`src/shared/sbh_pkg.sv`:
```
// Constants and types for the serial boot host controller.
// Assumes an 8-bit serial byte channel; bit framing is done elsewhere.
package sbh_pkg;
   localparam logic [7:0] CH_CR = 8'h0D;
   localparam logic [7:0] CH_LF = 8'h0A;
   localparam logic [7:0] CH_SP = 8'h20;
   localparam logic [7:0] CH_ZERO = 8'h30;
   localparam logic [7:0] CH_NINE = 8'h39;
   localparam logic [7:0] CH_READ = 8'h52;
   localparam logic [7:0] CH_PREP = 8'h50;
   localparam logic [7:0] CH_O = 8'h4F;
   localparam logic [7:0] CH_K = 8'h4B;
   localparam logic [7:0] CH_E = 8'h45;
   localparam logic [7:0] CH_S = 8'h53;
   localparam logic [7:0] CH_N = 8'h4E;
   localparam logic [7:0] CH_D = 8'h44;
   localparam logic [4:0] GRP_LINES = 5'h14;
   localparam logic [6:0] LINE_MAX_CHARS = 7'h3D;
   localparam logic [5:0] LINE_MAX_BYTES = 6'h2D;
   localparam logic [3:0] OK_LAST = 4'h3;
   localparam logic [3:0] RETRANSMIT_REQUEST_LAST = 4'h7;
   localparam logic [3:0] DEC_TOP_DIGIT = 4'h9;
   localparam logic [31:0] CODE_SUCCESS = 32'h0000_0000;
   // Results decided by the host itself, before or instead of the device
   localparam logic [2:0] LOC_NONE = 3'h0;
   localparam logic [2:0] LOC_ALIGN = 3'h1;
   localparam logic [2:0] LOC_COUNT = 3'h2;
   localparam logic [2:0] LOC_SECTOR = 3'h3;
   localparam logic [2:0] LOC_FORMAT = 3'h4;
   typedef enum logic [11:0] {
      S_IDLE  = 12'b0000_0000_0001,
      S_LETTER = 12'b0000_0000_0010,
      S_NUM_A = 12'b0000_0000_0100,
      S_SPACE = 12'b0000_0000_1000,
      S_NUM_B = 12'b0000_0001_0000,
      S_CR    = 12'b0000_0010_0000,
      S_LF    = 12'b0000_0100_0000,
      S_CODE  = 12'b0000_1000_0000,
      S_LINE  = 12'b0001_0000_0000,
      S_SUM   = 12'b0010_0000_0000,
      S_REPLY = 12'b0100_0000_0000
   } sbh_state_t;
endpackage : sbh_pkg

```
`src/sbh_dec_tx.sv`:
```
// Emits a 32-bit value as ASCII decimal digits, no leading zeros.
// Assumes the consumer takes one digit per valid/ready handshake.
`timescale 1ns/100ps
`default_nettype none
module sbh_dec_tx
   import sbh_pkg::*;
(
   // Clock and reset
   input wire logic core_clk_i,
   input wire logic rst_i,
   // Value in
   input wire logic start_i,
   input wire logic [31:0] value_i,
   // Digit out
   output logic [7:0] char_o,
   output logic valid_o,
   output logic last_o,
   input wire logic ready_i
);
   logic [31:0] val_q;
   logic [3:0] pos_q;
   logic [3:0] dig_q;
   logic busy_q;
   logic lead_q;

   function automatic logic [31:0] pow10(input logic [3:0] p);
      logic [31:0] r;
      r = 32'h0000_0001;
      for (int i = 0; i < 9; i++) begin
         if (i < int'(p)) r = r * 32'h0000_000A;
      end
      return r;
   endfunction : pow10

   // Repeated subtraction: slow but tiny, and the serial link is slower
   always_ff @(posedge core_clk_i or posedge rst_i) begin
      if (rst_i) begin
         val_q <= 32'h0000_0000;
         pos_q <= 4'h0;
         dig_q <= 4'h0;
         busy_q <= 1'b0;
         lead_q <= 1'b0;
         char_o <= 8'h00;
         valid_o <= 1'b0;
         last_o <= 1'b0;
      end else if (start_i) begin
         val_q <= value_i;
         pos_q <= DEC_TOP_DIGIT;
         dig_q <= 4'h0;
         busy_q <= 1'b1;
         lead_q <= 1'b0;
         valid_o <= 1'b0;
         last_o <= 1'b0;
      end else if (valid_o) begin
         if (ready_i) begin
            valid_o <= 1'b0;
            if (last_o) busy_q <= 1'b0;
         end
      end else if (busy_q) begin
         if (val_q >= pow10(pos_q)) begin
            val_q <= val_q - pow10(pos_q);
            dig_q <= dig_q + 4'h1;
         end else begin
            if (dig_q != 4'h0 || lead_q || pos_q == 4'h0) begin
               char_o <= CH_ZERO + {4'h0, dig_q};
               valid_o <= 1'b1;
               last_o <= (pos_q == 4'h0);
               lead_q <= 1'b1;
            end
            dig_q <= 4'h0;
            if (pos_q != 4'h0) pos_q <= pos_q - 4'h1;
         end
      end
   end
endmodule : sbh_dec_tx
`default_nettype wire

```
`src/sbh_host.sv`:
```
// Host controller for the serial boot loader: memory read and sector prepare.
// Assumes a byte channel to the device; framing and baud are handled outside.
// Summary of operation
// (RL1) After success code, read data arrives as text-encoded lines.
// (RL2) A checksum line follows every 20 encoded data lines.
// (RL3) Checksum is raw byte sum, restarted after each 20-line group.
// (RL4) An encoded line holds at most 61 characters, 45 data bytes.
// (RL5) A shorter final group carries a checksum of only its bytes.
// (RL6) Host sums decoded bytes and compares after each group.
// (RL7) On match host answers OK, CR, LF.
// (RL8) On mismatch host answers the retransmit request, CR, LF.
// (RL9) Device then resends the failed group's data.
// (RL10) Read start address must be word aligned, else alignment error.
// (RL11) Read byte count must be a multiple of 4, else count error.
// (RL12) Reads may target on-chip RAM or flash.
// (RL13) With read protection on, device refuses reads with protection code.
// (RL14) Read request: letter, decimal address, decimal count, CR LF.
// (RL15) Flash write or erase needs a prior prepare of the sectors.
// (RL16) End sector must not be below start sector.
// (RL17) Host prepares sectors before any copy or erase command.
// (RL18) A finished copy or erase leaves those sectors unprepared again.
// (RL19) The boot block sector can never be prepared.
// (RL20) Equal start and end sector prepares one sector.
// (RL21) Unmapped, bad parameter and busy cases report their own codes.
// (RL22) Device echoes every received character while echo is on.
`timescale 1ns/100ps
`default_nettype none
module sbh_host
   import sbh_pkg::*;
(
   // Clock and reset
   input wire logic core_clk_i,
   input wire logic rst_i,
   // User command
   input wire logic cmd_valid_i,
   input wire logic cmd_read_i,
   input wire logic [31:0] addr_i,
   input wire logic [31:0] count_i,
   input wire logic [7:0] sec_first_i,
   input wire logic [7:0] sec_last_i,
   input wire logic echo_on_i,
   input wire logic flash_op_done_i,
   // Serial byte channel
   output logic [7:0] tx_data_o,
   output logic tx_valid_o,
   input wire logic tx_ready_i,
   input wire logic [7:0] rx_data_i,
   input wire logic rx_valid_i,
   // Results
   output logic busy_o,
   output logic done_o,
   output logic [31:0] result_code_o,
   output logic [2:0] result_local_o,
   output logic [23:0] rd_data_o,
   output logic [1:0] rd_count_o,
   output logic [31:0] rd_offset_o,
   output logic rd_valid_o,
   output logic rd_rewind_o,
   output logic sectors_ready_o
);
   sbh_state_t state_q, state_d;
   logic read_q;
   logic [31:0] addr_q, count_q, num_q, sum_q, bytes_q, grp_q;
   logic [7:0] first_q, last_q;
   logic [6:0] echo_q, col_q;
   logic [4:0] lines_q;
   logic [5:0] left_q;
   logic [1:0] quad_q;
   logic [17:0] acc_q;
   logic retransmit_request_q;
   logic fld_q;
   logic [3:0] rep_q;
   logic [7:0] dec_char;
   logic dec_valid, dec_last, dec_start, dec_ready;
   logic [31:0] dec_value;
   logic tx_free, tx_load, tx_sent, rx_take, rx_echo;
   logic [7:0] tx_char, c;
   logic finish;
   logic [31:0] fin_code;
   logic [2:0] fin_local;
   logic is_lf, is_digit, quad_done, line_bad;
   logic [23:0] word;
   logic [1:0] nb;

   function automatic logic [5:0] uu6(input logic [7:0] ch);
      return {~ch[5], ch[4:0]};
   endfunction : uu6

   function automatic logic [31:0] dec_acc(input logic [31:0] v, input logic [7:0] ch);
      return 32'(v * 32'h0000_000A) + {28'h000_0000, ch[3:0]};
   endfunction : dec_acc

   function automatic logic [7:0] reply_char(input logic rs, input logic [3:0] i);
      logic [7:0] r;
      r = CH_LF;
      if (rs) begin
         unique case (i)
            4'h0: r = CH_READ;
            4'h1, 4'h3: r = CH_E;
            4'h2: r = CH_S;
            4'h4: r = CH_N;
            4'h5: r = CH_D;
            4'h6: r = CH_CR;
            default: r = CH_LF;
         endcase
      end else begin
         unique case (i)
            4'h0: r = CH_O;
            4'h1: r = CH_K;
            4'h2: r = CH_CR;
            default: r = CH_LF;
         endcase
      end
      return r;
   endfunction : reply_char

   sbh_dec_tx u_dec (
      .core_clk_i(core_clk_i),
      .rst_i(rst_i),
      .start_i(dec_start),
      .value_i(dec_value),
      .char_o(dec_char),
      .valid_o(dec_valid),
      .last_o(dec_last),
      .ready_i(dec_ready)
   );

   assign tx_free = !tx_valid_o || tx_ready_i;
   assign tx_sent = tx_valid_o && tx_ready_i;
   // Echoed bytes are owed one per sent byte and swallowed first
   assign rx_echo = rx_valid_i && echo_on_i && echo_q != 7'h00; // RL22
   assign rx_take = rx_valid_i && !rx_echo && rx_data_i != CH_CR;
   assign c = rx_data_i;
   assign is_lf = (c == CH_LF);
   assign is_digit = (c >= CH_ZERO) && (c <= CH_NINE);
   assign quad_done = rx_take && state_q == S_LINE && !is_lf && col_q != 7'h00 && quad_q == 2'h3;
   assign word = {acc_q, uu6(c)};
   assign nb = (left_q >= 6'h03) ? 2'h3 : left_q[1:0];
   assign line_bad = (col_q == 7'h00) ? (uu6(c) > LINE_MAX_BYTES) : (col_q >= LINE_MAX_CHARS); // RL4

   always_comb begin
      state_d = state_q;
      tx_load = 1'b0;
      tx_char = CH_LF;
      dec_start = 1'b0;
      dec_value = read_q ? addr_q : {24'h00_0000, first_q};
      dec_ready = 1'b0;
      finish = 1'b0;
      fin_code = CODE_SUCCESS;
      fin_local = LOC_NONE;
      unique case (state_q)
         S_IDLE: begin
            if (cmd_valid_i) begin
               state_d = S_LETTER;
               if (cmd_read_i && addr_i[1:0] != 2'h0) begin
                  fin_local = LOC_ALIGN; // RL10
               end else if (cmd_read_i && count_i[1:0] != 2'h0) begin
                  fin_local = LOC_COUNT; // RL11
               end else if (!cmd_read_i && sec_last_i < sec_first_i) begin
                  fin_local = LOC_SECTOR; // RL16 RL20
               end
               if (fin_local != LOC_NONE) begin
                  finish = 1'b1;
                  state_d = S_IDLE;
               end
            end
         end
         S_LETTER: if (tx_free) begin
            tx_load = 1'b1;
            tx_char = read_q ? CH_READ : CH_PREP; // RL14
            state_d = S_SPACE;
         end
         S_NUM_A, S_NUM_B: begin
            dec_ready = tx_free;
            if (dec_valid && tx_free) begin
               tx_load = 1'b1;
               tx_char = dec_char;
               if (dec_last) state_d = (state_q == S_NUM_A) ? S_SPACE : S_CR;
            end
         end
         S_SPACE: if (tx_free) begin
            tx_load = 1'b1;
            tx_char = CH_SP; // RL14
            dec_start = 1'b1;
            // One separator state serves both numbers
            if (fld_q) dec_value = read_q ? count_q : {24'h00_0000, last_q};
            state_d = fld_q ? S_NUM_B : S_NUM_A;
         end
         S_CR: if (tx_free) begin
            tx_load = 1'b1;
            tx_char = CH_CR;
            state_d = S_LF;
         end
         S_LF: if (tx_free) begin
            tx_load = 1'b1;
            tx_char = CH_LF;
            state_d = S_CODE;
         end
         S_CODE: if (rx_take && is_lf) begin
            // Any failure code (protection, unmapped, parameter, busy) ends here
            if (num_q != CODE_SUCCESS || !read_q || count_q == 32'h0000_0000) begin // RL13 RL21
               finish = 1'b1;
               fin_code = num_q;
               state_d = S_IDLE;
            end else begin
               state_d = S_LINE; // RL1 RL12
            end
         end
         S_LINE: if (rx_take) begin
            if (is_lf) begin
               if (lines_q + 5'h01 == GRP_LINES || bytes_q == count_q) state_d = S_SUM; // RL2 RL5
            end else if (line_bad) begin
               finish = 1'b1;
               fin_local = LOC_FORMAT;
               state_d = S_IDLE;
            end
         end
         S_SUM: if (rx_take && is_lf) state_d = S_REPLY; // RL6
         S_REPLY: if (tx_free) begin
            tx_load = 1'b1;
            tx_char = reply_char(retransmit_request_q, rep_q); // RL7 RL8
            if (rep_q == (retransmit_request_q ? RETRANSMIT_REQUEST_LAST : OK_LAST)) begin
               if (!retransmit_request_q && bytes_q == count_q) begin
                  finish = 1'b1;
                  state_d = S_IDLE;
               end else begin
                  state_d = S_LINE; // RL9
               end
            end
         end
         default: state_d = S_IDLE;
      endcase
   end

   always_ff @(posedge core_clk_i or posedge rst_i) begin
      if (rst_i) begin
         state_q <= S_IDLE;
         busy_o <= 1'b0;
      end else begin
         state_q <= state_d;
         busy_o <= (state_d != S_IDLE);
      end
   end

   // Command capture
   always_ff @(posedge core_clk_i or posedge rst_i) begin
      if (rst_i) begin
         read_q <= 1'b0;
         addr_q <= 32'h0000_0000;
         count_q <= 32'h0000_0000;
         first_q <= 8'h00;
         last_q <= 8'h00;
         fld_q <= 1'b0;
      end else if (state_q == S_IDLE && cmd_valid_i) begin
         read_q <= cmd_read_i;
         addr_q <= addr_i;
         count_q <= count_i;
         first_q <= sec_first_i;
         last_q <= sec_last_i;
         fld_q <= 1'b0;
      end else if (state_q == S_NUM_A) begin
         fld_q <= 1'b1;
      end
   end

   // Transmit register and echo debt
   always_ff @(posedge core_clk_i or posedge rst_i) begin
      if (rst_i) begin
         tx_valid_o <= 1'b0;
         tx_data_o <= 8'h00;
         echo_q <= 7'h00;
      end else begin
         if (tx_load) begin
            tx_valid_o <= 1'b1;
            tx_data_o <= tx_char;
         end else if (tx_ready_i) begin
            tx_valid_o <= 1'b0;
         end
         if (!echo_on_i) echo_q <= 7'h00;
         else echo_q <= echo_q + {6'h00, tx_sent} - {6'h00, rx_echo};
      end
   end

   // Decimal field of return code and checksum lines
   always_ff @(posedge core_clk_i or posedge rst_i) begin
      if (rst_i) begin
         num_q <= 32'h0000_0000;
      end else if (rx_take && (state_q == S_CODE || state_q == S_SUM)) begin
         if (is_lf) num_q <= 32'h0000_0000;
         else if (is_digit) num_q <= dec_acc(num_q, c);
      end else if (state_q == S_IDLE) begin
         num_q <= 32'h0000_0000;
      end
   end

   // Line decode, group counting, checksum and retransmit bookkeeping
   always_ff @(posedge core_clk_i or posedge rst_i) begin
      if (rst_i) begin
         col_q <= 7'h00;
         left_q <= 6'h00;
         quad_q <= 2'h0;
         acc_q <= 18'h0_0000;
         lines_q <= 5'h00;
         sum_q <= 32'h0000_0000;
         bytes_q <= 32'h0000_0000;
         grp_q <= 32'h0000_0000;
         retransmit_request_q <= 1'b0;
         rep_q <= 4'h0;
      end else if (state_q == S_IDLE) begin
         col_q <= 7'h00;
         lines_q <= 5'h00;
         sum_q <= 32'h0000_0000;
         bytes_q <= 32'h0000_0000;
         grp_q <= 32'h0000_0000;
      end else if (state_q == S_LINE && rx_take) begin
         if (is_lf) begin
            col_q <= 7'h00;
            lines_q <= (state_d == S_SUM) ? 5'h00 : lines_q + 5'h01; // RL2
         end else begin
            col_q <= col_q + 7'h01;
            if (col_q == 7'h00) begin
               left_q <= uu6(c);
               quad_q <= 2'h0;
            end else begin
               quad_q <= quad_q + 2'h1;
               acc_q <= {acc_q[11:0], uu6(c)};
               if (quad_done) begin
                  left_q <= left_q - {4'h0, nb};
                  bytes_q <= bytes_q + {30'h0000_0000, nb};
                  sum_q <= sum_q + {24'h00_0000, word[23:16]} // RL3
                     + ((nb >= 2'h2) ? {24'h00_0000, word[15:8]} : 32'h0000_0000)
                     + ((nb == 2'h3) ? {24'h00_0000, word[7:0]} : 32'h0000_0000);
               end
            end
         end
      end else if (state_q == S_SUM && rx_take && is_lf) begin
         retransmit_request_q <= (num_q != sum_q);
         rep_q <= 4'h0;
         lines_q <= 5'h00;
         sum_q <= 32'h0000_0000; // RL3
         if (num_q != sum_q) bytes_q <= grp_q; // RL9
         else grp_q <= bytes_q;
      end else if (state_q == S_REPLY && tx_free) begin
         rep_q <= rep_q + 4'h1;
      end
   end

   // Data and result outputs
   always_ff @(posedge core_clk_i or posedge rst_i) begin
      if (rst_i) begin
         rd_valid_o <= 1'b0;
         rd_data_o <= 24'h00_0000;
         rd_count_o <= 2'h0;
         rd_offset_o <= 32'h0000_0000;
         rd_rewind_o <= 1'b0;
         done_o <= 1'b0;
         result_code_o <= 32'h0000_0000;
         result_local_o <= LOC_NONE;
      end else begin
         rd_valid_o <= quad_done && nb != 2'h0;
         if (quad_done) begin
            rd_data_o <= word;
            rd_count_o <= nb;
            rd_offset_o <= bytes_q;
         end
         rd_rewind_o <= state_q == S_SUM && rx_take && is_lf && num_q != sum_q;
         done_o <= finish;
         if (finish) begin
            result_code_o <= fin_code;
            result_local_o <= fin_local;
         end
      end
   end

   // Mirror of the device's prepared state; copy/erase is issued elsewhere
   always_ff @(posedge core_clk_i or posedge rst_i) begin
      if (rst_i) begin
         sectors_ready_o <= 1'b0;
      end else if (finish && !read_q && state_q == S_CODE && fin_code == CODE_SUCCESS) begin
         sectors_ready_o <= 1'b1; // RL15 RL17
      end else if (flash_op_done_i) begin
         sectors_ready_o <= 1'b0; // RL18
      end
   end
endmodule : sbh_host
`default_nettype wire

```
`config.mk`:
```
export PLATFORM = sky130hd
export DESIGN_NAME = sbh_host
export DESIGN_NICKNAME = d
export VERILOG_FILES = /design/src/shared/sbh_pkg.sv /design/src/sbh_dec_tx.sv /design/src/sbh_host.sv
export SDC_FILE = /design/constraint.sdc
export NUM_CORES = 1
export LEC_CHECK = 0
export ABC_AREA = 0
export BUFFER_PORTS_ARGS = -buffer_cell sky130_fd_sc_hd__buf_2
export CAP_MARGIN = 20
export CORE_ASPECT_RATIO = 0.75
export CORE_UTILIZATION = 63
export DETAILED_ROUTE_END_ITERATION = 10
export MAX_ROUTING_LAYER = met4
export PLACE_DENSITY = 0.83
export SYNTH_ARGS = -nofsm -noshare
export SYNTH_HDL_FRONTEND = slang
export SYNTH_SLANG_ARGS = --single-unit
```
`constraint.sdc`:
```
create_clock -name core_clk_i -period 19.5 [get_ports core_clk_i]
set_input_delay 0.975 -clock core_clk_i [delete_from_list [all_inputs] [get_ports core_clk_i]]
set_output_delay 0.975 -clock core_clk_i [all_outputs]
set_load 0.02 [all_outputs]
```
Word level (Yosys, flattened, before mapping)
Cells that the tools add are included.
- flip-flop bits (word level): 431
- bits of input ports: 96
- output and inout bits: 107
- word-level logic and storage cells: 441
- add/subtract/negate cells: 16
- $mul: 17
- order comparisons: 17
- eq/ne operators: 35
- mux-type cells: 222
- bitwise logic cells: 8
- reductions and logical operators: 87
- operators with widths (kind ; number):
    $mux W32 ; 110
    $mul A32 B3 Y31 const B ; 17
    $mux W12 ; 15
    $pmux W12 S10 ; 1
    $add A32 B8 Y32 ; 3
    $logic_not A32 Y1 ; 2
    $mux W4 ; 12
    $pmux W7 S6 ; 1
    $mux W1 ; 41
    $mux W8 ; 5
    $pmux W8 S5 ; 1
    $reduce_bool A2 Y1 ; 18
    $mux W7 ; 5
    $add A32 B2 Y32 ; 1
    $add A32 B4 Y32 ; 1
    $eq A32 B32 Y1 ; 1
    $ge A32 B32 Y1 ; 1
    $ne A32 B32 Y1 ; 1
    $reduce_bool A32 Y1 ; 1
    $sub A32 B32 Y32 ; 1
    $mux W5 ; 6
    $logic_and A1 B1 Y1 ; 26
    $eq A12 B10 Y1 const B ; 2
    $mux W3 ; 8
    other kinds (64) ; 122

Logic depth before layout (Yosys ltp)
- depth after elaboration: 103
- mapped depth: 78
- mapped depth without buffers: 75

Modules after synthesis
Synthesis repeated with hierarchy kept, for this count alone.
- cell total of the unflattened synthesis: 3901
- area total of the unflattened synthesis: 34047.7 um^2
- modules (own cells, without submodules) (module ; times used ; cells an instance ; area each (um^2) ; sequential area each (um^2)):
    sbh_host ; 1 ; 2297 ; 21714.6 ; 9485.3
    sbh_dec_tx ; 1 ; 1604 ; 12333.1 ; 1226.2

Worst setup path before layout
No wires, ideal clock.
- path type: register to register
- start point: reg u_dec.pos_q[3]
- end point: reg u_dec.char_o[0]
- setup time: 0.125 ns
- data arrival time: 14.541 ns
- required time: 19.375 ns
- slack: 4.834 ns
- stages on the path, launching flop included: 70
- path buffers: 2
- clock period less this slack: 14.666 ns
- cells stage by stage: dfrtp_1 > or2_2 > clkbuf_1 > clkbuf_1 > nor2_1 > inv_1 > ha_1 > mux2i_1 > inv_1 > ha_1 > ha_1 > inv_1 > fa_1 > a21oi_1 > ha_1 > ha_1 > nor2b_1 > o21ai_0 > [... 34 more ...] > a21oi_1 > ha_1 > ha_1 > nand2_1 > o21ai_0 > a211oi_1 > o2bb2ai_1 > xor2_1 > o22a_1 > ha_1 > a21o_1 > a21oi_1 > o21ai_0 > a31oi_1 > and2_1 > a21boi_2 > nand2_1 > mux2_2
- cells in the longest elaborated chain, start to end: 48
- elaborated cells between the ends (all ways): 58
- classes of those cells: mul (8); order compare (10); mux (36); bitwise (1); reduce/logical (3)
- ends and longest elaborated chain (element ; line ; text):
    from (decl) ; sbh_dec_tx.sv:21 ; logic [3:0] pos_q;
    from (signal assigned) ; sbh_dec_tx.sv:71 ; if (pos_q != 4'h0) pos_q <= pos_q - 4'h1;
    $lt A1 B4 Y1 ; sbh_dec_tx.sv:30 ; if (i < int'(p)) r = r * 32'h0000_000A;
    $mux W4 ; sbh_dec_tx.sv:30 ;
    $mux W32 ; sbh_dec_tx.sv:59 ; end else if (busy_q) begin
    $mux W32 ; sbh_dec_tx.sv:54 ; end else if (valid_o) begin
    $mux W32 ; sbh_dec_tx.sv:46 ; end else if (start_i) begin
    $mul A32 B3 Y31 ; sbh_dec_tx.sv:30 ;
    $mux W32 ; sbh_dec_tx.sv:30 ;
    $mux W32 ; sbh_dec_tx.sv:59 ;
    [... 32 more ...] ; - ;
    $mul A32 B3 Y31 ; sbh_dec_tx.sv:30 ;
    $mux W32 ; sbh_dec_tx.sv:30 ;
    $mux W32 ; sbh_dec_tx.sv:59 ;
    $mux W32 ; sbh_dec_tx.sv:54 ;
    $mux W32 ; sbh_dec_tx.sv:46 ;
    $ge A32 B32 Y1 ; sbh_dec_tx.sv:60 ; if (val_q >= pow10(pos_q)) begin
    $not A1 Y1 (no line) ; - ;
    $reduce_and A5 Y1 (no line) (*) ; - ;
    to (signal assigned) ; sbh_dec_tx.sv:65 ; char_o <= CH_ZERO + {4'h0, dig_q};
    to (decl) ; sbh_dec_tx.sv:15 ; output logic [7:0] char_o,
Mark *: on every way between the ends. The rest lies on a longest branch, timed or not. The select of a mux whose other input is x is not followed.
A chain may end at the register's enable or synchronous reset.

Worst setup path in the final report
- start point: reg u_dec.pos_q[2]
- end point: reg u_dec.val_q[13]
- cells in the longest elaborated chain, start to end: 59
- elaborated cells between the ends (all ways): 113
- classes of those cells: add/sub (1); mul (16); order compare (10); mux (84); reduce/logical (2)
- ends and longest elaborated chain (element ; line ; text):
    $lt A1 B4 Y1 ; sbh_dec_tx.sv:30 ;
    $mux W4 ; sbh_dec_tx.sv:30 ;
    $mux W32 ; sbh_dec_tx.sv:60 ;
    $mux W32 ; sbh_dec_tx.sv:59 ;
    $mux W32 ; sbh_dec_tx.sv:54 ;
    $mux W32 ; sbh_dec_tx.sv:46 ;
    $mul A32 B3 Y31 ; sbh_dec_tx.sv:30 ;
    $mux W32 ; sbh_dec_tx.sv:30 ;
    [... 43 more ...] ; - ;
    $mux W32 ; sbh_dec_tx.sv:59 ;
    $mux W32 ; sbh_dec_tx.sv:54 ;
    $mux W32 ; sbh_dec_tx.sv:46 ;
    $sub A32 B32 Y32 ; sbh_dec_tx.sv:61 ; val_q <= val_q - pow10(pos_q);
    $mux W32 ; sbh_dec_tx.sv:60 ;
    $mux W32 ; sbh_dec_tx.sv:59 ;
    $mux W32 ; sbh_dec_tx.sv:54 ;
    $mux W32 ; sbh_dec_tx.sv:46 ;
    to (signal assigned) ; sbh_dec_tx.sv:47 ; val_q <= value_i;
    to (signal assigned) ; sbh_dec_tx.sv:61 ;
    to (decl) ; sbh_dec_tx.sv:20 ; logic [31:0] val_q;
Parallel ways exist; a longest one is shown, timed or not. The select of a mux whose other input is x is not followed.

==> summary.md <==
| Metric | Value |
|---|---|
| Post-CTS setup buffer count | 0 |
| CTS buffer count | 43 |
| Leakage | 18.1 nW |
| Final Hold Viols | 0 |
| DRT antenna net count | 0 |
| Hold Crit Depth | 2 |
| Yosys cell types | 102 |
| First-pass GRT wire length | 147,000 um |
| Worst-path maximum fanout | 63 |
| Met3 Use GR | 0.0606 |
| Crit-path leading delay family | compound AO/OA/AOI/OAI gates |
| Crit path from | u_dec.pos_q[2] |
| Row count | 72 |
| Most used DFF post-synth | dfrtp_1 |
| Number of synthesized flops with an enable pin | 0 |
| Status | finished, final reports clean |
| Startpoint Class | flip-flop |
| Unrepaired setup endpoints after global routing | false |
| Leading area contributor after synthesis | dfrtp_1 |
| Area contributors post-synth | dfrtp_1 32%, ha_1 14%, nand2_1 7.9%, xnor2_1 4.5%, o21ai_0 4.4% |
| Max VDD drop | 0.0000721 V |
| Global route overflow | 0 |
| Slowest stage cell, crit path | mux2i_1 |
| DIE WIDTH | 266 um |
| Total negative setup slack | 0 ps |
| Syn_area_per_cell | 8.50 um^2 |
| Initial antenna violation count | 0 |
| Pre-CTS setup slack | 2680 ps |
| GR Layer Usage met2 | 0.496 |
| # H-tree levels | 2 |
| PostCTS Resize Cnt | 0 |
| Drt wl/cell | 19.2 um |
| Worst Tran Pin Value | 1050 ps |
| CP arrival | 17,400 ps |
| Yosys warning count | 0 |
| Worst skew pair latency | 590 ps |
| Fin crit share | 0.872 |
| Cell area power density | 58.0 nW/um^2 |
| CP Buf/Inv Count | 6 |
| Final HPWL DP | 66,800 um |
| Cells after Synth | 3,882 |
| Layout cells sized above 1 | 0.108 |
| Inserted Diodes | 0 |
| CP required | 19,910 ps |
| Setup crit end kind | flip-flop |
| Pre-antenna DRT Iters | 6 |
| Total GRT Usage | 0.351 |
| Setup ws final | 2510 ps |
| CORE AREA | 51,600 um^2 |
| Most frequent cell after synthesis | nand2_1 |
| Syn-to-layout area delta | 9.57% |
| Vias per cell | 6.20 |
| Syn Std Cell Area | 33,000 um^2 |
| CTS tree | done |
| Kind of critical path | flip-flop to flip-flop |
| Final GP Congestion | 1.00 |
| CP most frequent cell | ha_1 |
| Worst R2R Path Depth | 68 |
| FF-to-FF End | u_dec.val_q[13] |
| Worst R2R Start | u_dec.pos_q[2] |
| Top Usage Layer GRT | met1 |
| Clock sink count | 427 |
| NumNets Final | 4,484 |
| Clk pin slew, worst setup/hold paths | 60 ps |
| Worst Hold End | rd_data_o[22] |
| Max-cap viol count | 0 |
| Final setup viols | 0 |
| FMAX | 58.8 MHz |
| Area share of the largest cell type after synthesis | 0.323 |
| Worst Clk Skew | 34.0 ps |
| Hold_buf cts | 0 |
| Met1 GRT Util | 0.516 |
| Final wirelength | 90,800 um |
| Vias in the first global route | 27,600 |
| Sequential area share after synthesis | 0.324 |
| Starting Density | 0.639 |
| Root Driver | clkbuf_16 |
| Ys async rst share | 1.00 |
| Rel. slew slack | 0.294 |
| Min Tclk post-route | 16,990 ps |
| Fin. max-slew vios | 0 |
| Largest net degree at the start of global routing | 181 |
| Hold Path Class | flip-flop to flip-flop |
| Post-route DRC violation count | 0 |
| Max clock buf depth | 3 |
| Die height | 200 um |
| Die area | 53,300 um^2 |
| Via Count | 29,300 |
| Reg2reg setup slack | 2510 ps |
| # port buffers | 201 |
| Synth cell count leaders | 695 x nand2_1, 426 x dfrtp_1, 360 x ha_1 |
| Io pins | 203 |
| Detailed router's first-iteration violation count | 3,186 |
| CP peak stage delay | 590 ps |
| Min-delay src | rd_data_o[22] |
| Seq cells post-synth | 427 |
==> how the worst max path moves through the flow <==
stage	to	slack, ps	cells past startpoint
5_1_grt	u_dec.val_q[21]	1330	67
3_3_place_gp	u_dec.val_q[21]	3350	67
2_1_floorplan	u_dec.char_o[0]	4830	69
4_1_cts	u_dec.val_q[21]	2610	67
3_5_place_dp	u_dec.val_q[21]	2680	67
6_report	u_dec.val_q[13]	2510	68
==> state kept, by name, indices dropped and copies added (netlist names), 7 cells and up <==
register and flops:
grp_q 32, result_code_o 32, bytes_q 32, u_dec.val_q 32
addr_q 32, rd_data_o 24, count_q 32, last_q 8
first_q 8, acc_q 18, tx_data_o 7, rd_offset_o 32
sum_q 32, echo_q 7, col_q 7, num_q 32
state_q 12
==> tightest hold or removal path: stages, from the launching register on <==
cell and delay, ps:
dfrtp_1 340, nand2_1 50, nand2_1 50
==> layout make-up <==
cell class                 instances  area [um^2]
clock inverter                    22          312
tap                              703          880
timing repair buffer             232         1320
inverter                         139          529
fill                            3979        15500
multi-input combinational       3157        21200
sequential                       427        10700
clock buffer                      57         1220
==> placed cells by master, fill, tap and decap left out, types with 29 or more instances in the layout <==
| cell type | Yosys | routed |
|---|---|---|
| nand2_1 | 695 | 693 |
| dfrtp_1 | 426 | 425 |
| ha_1 | 360 | 360 |
| o21ai_0 | 289 | 289 |
| nor2_1 | 286 | 285 |
| a21oi_1 | 258 | 258 |
| buf_2 | 12 | 202 |
| xnor2_1 | 168 | 168 |
| inv_1 | 139 | 138 |
| xor2_1 | 99 | 99 |
| nand3_1 | 94 | 93 |
| a21o_1 | 86 | 86 |
| a22o_1 | 63 | 63 |
| mux2_2 | 60 | 60 |
| nor3_1 | 54 | 53 |
| nand4_1 | 45 | 45 |
| clkbuf_16 | 0 | 43 |
| nor2b_1 | 40 | 40 |
| o21a_1 | 38 | 38 |
| mux2i_1 | 36 | 36 |
| a31oi_1 | 35 | 35 |
| nand2b_1 | 34 | 33 |
| and3_1 | 32 | 32 |
| and2_1 | 34 | 32 |
| nor4_1 | 29 | 29 |
==> metal layers <==
layer / routed length (um) / vias to the layer above
met1: 41400 / 14000
met4: 2380 / 0
met5: 0 / -
li1: - / 13900
met3: 8560 / 168
met2: 38400 / 1312
==> report_power, final <==
| group | total (mW) | switching, mW | leakage, nW | internal (mW) |
|---|---|---|---|---|
| Clock | 0.905 | 0.370 | 0.753 | 0.535 |
| Sequential | 0.971 | 0.0453 | 5.57 | 0.926 |
| Combinational | 0.221 | 0.133 | 11.7 | 0.0875 |
==> stage by stage <==
stage	hold WS, ps	power (mW)	instances	util	instance area, um^2
global route	485	2.17	4737	0.700	36100
finish	459	2.10	4737	0.700	36100
global placement	445	1.19	4653	0.668	34500
detailed placement	451	1.20	4654	0.669	34500
floorplan	440	1.12	3883	-	33000
CTS	464	2.10	4733	0.698	36000
==> cell families (layout without fill, tap and decap cells) <==
group	after synthesis	in the layout	synth area share
and+or+nand+nor	1435	1435	0.198
AOI/OAI and AO/OA	961	961	0.182
DFF	427	427	0.324
adders and majority gates	388	388	0.154
buffers and inverters	299	450	0.0348
xor gates and xnor gates	267	267	0.0709
muxes	104	104	0.0369
other	1	2	0.000114
No activity file was read; power rests on OpenSTA's default activity.
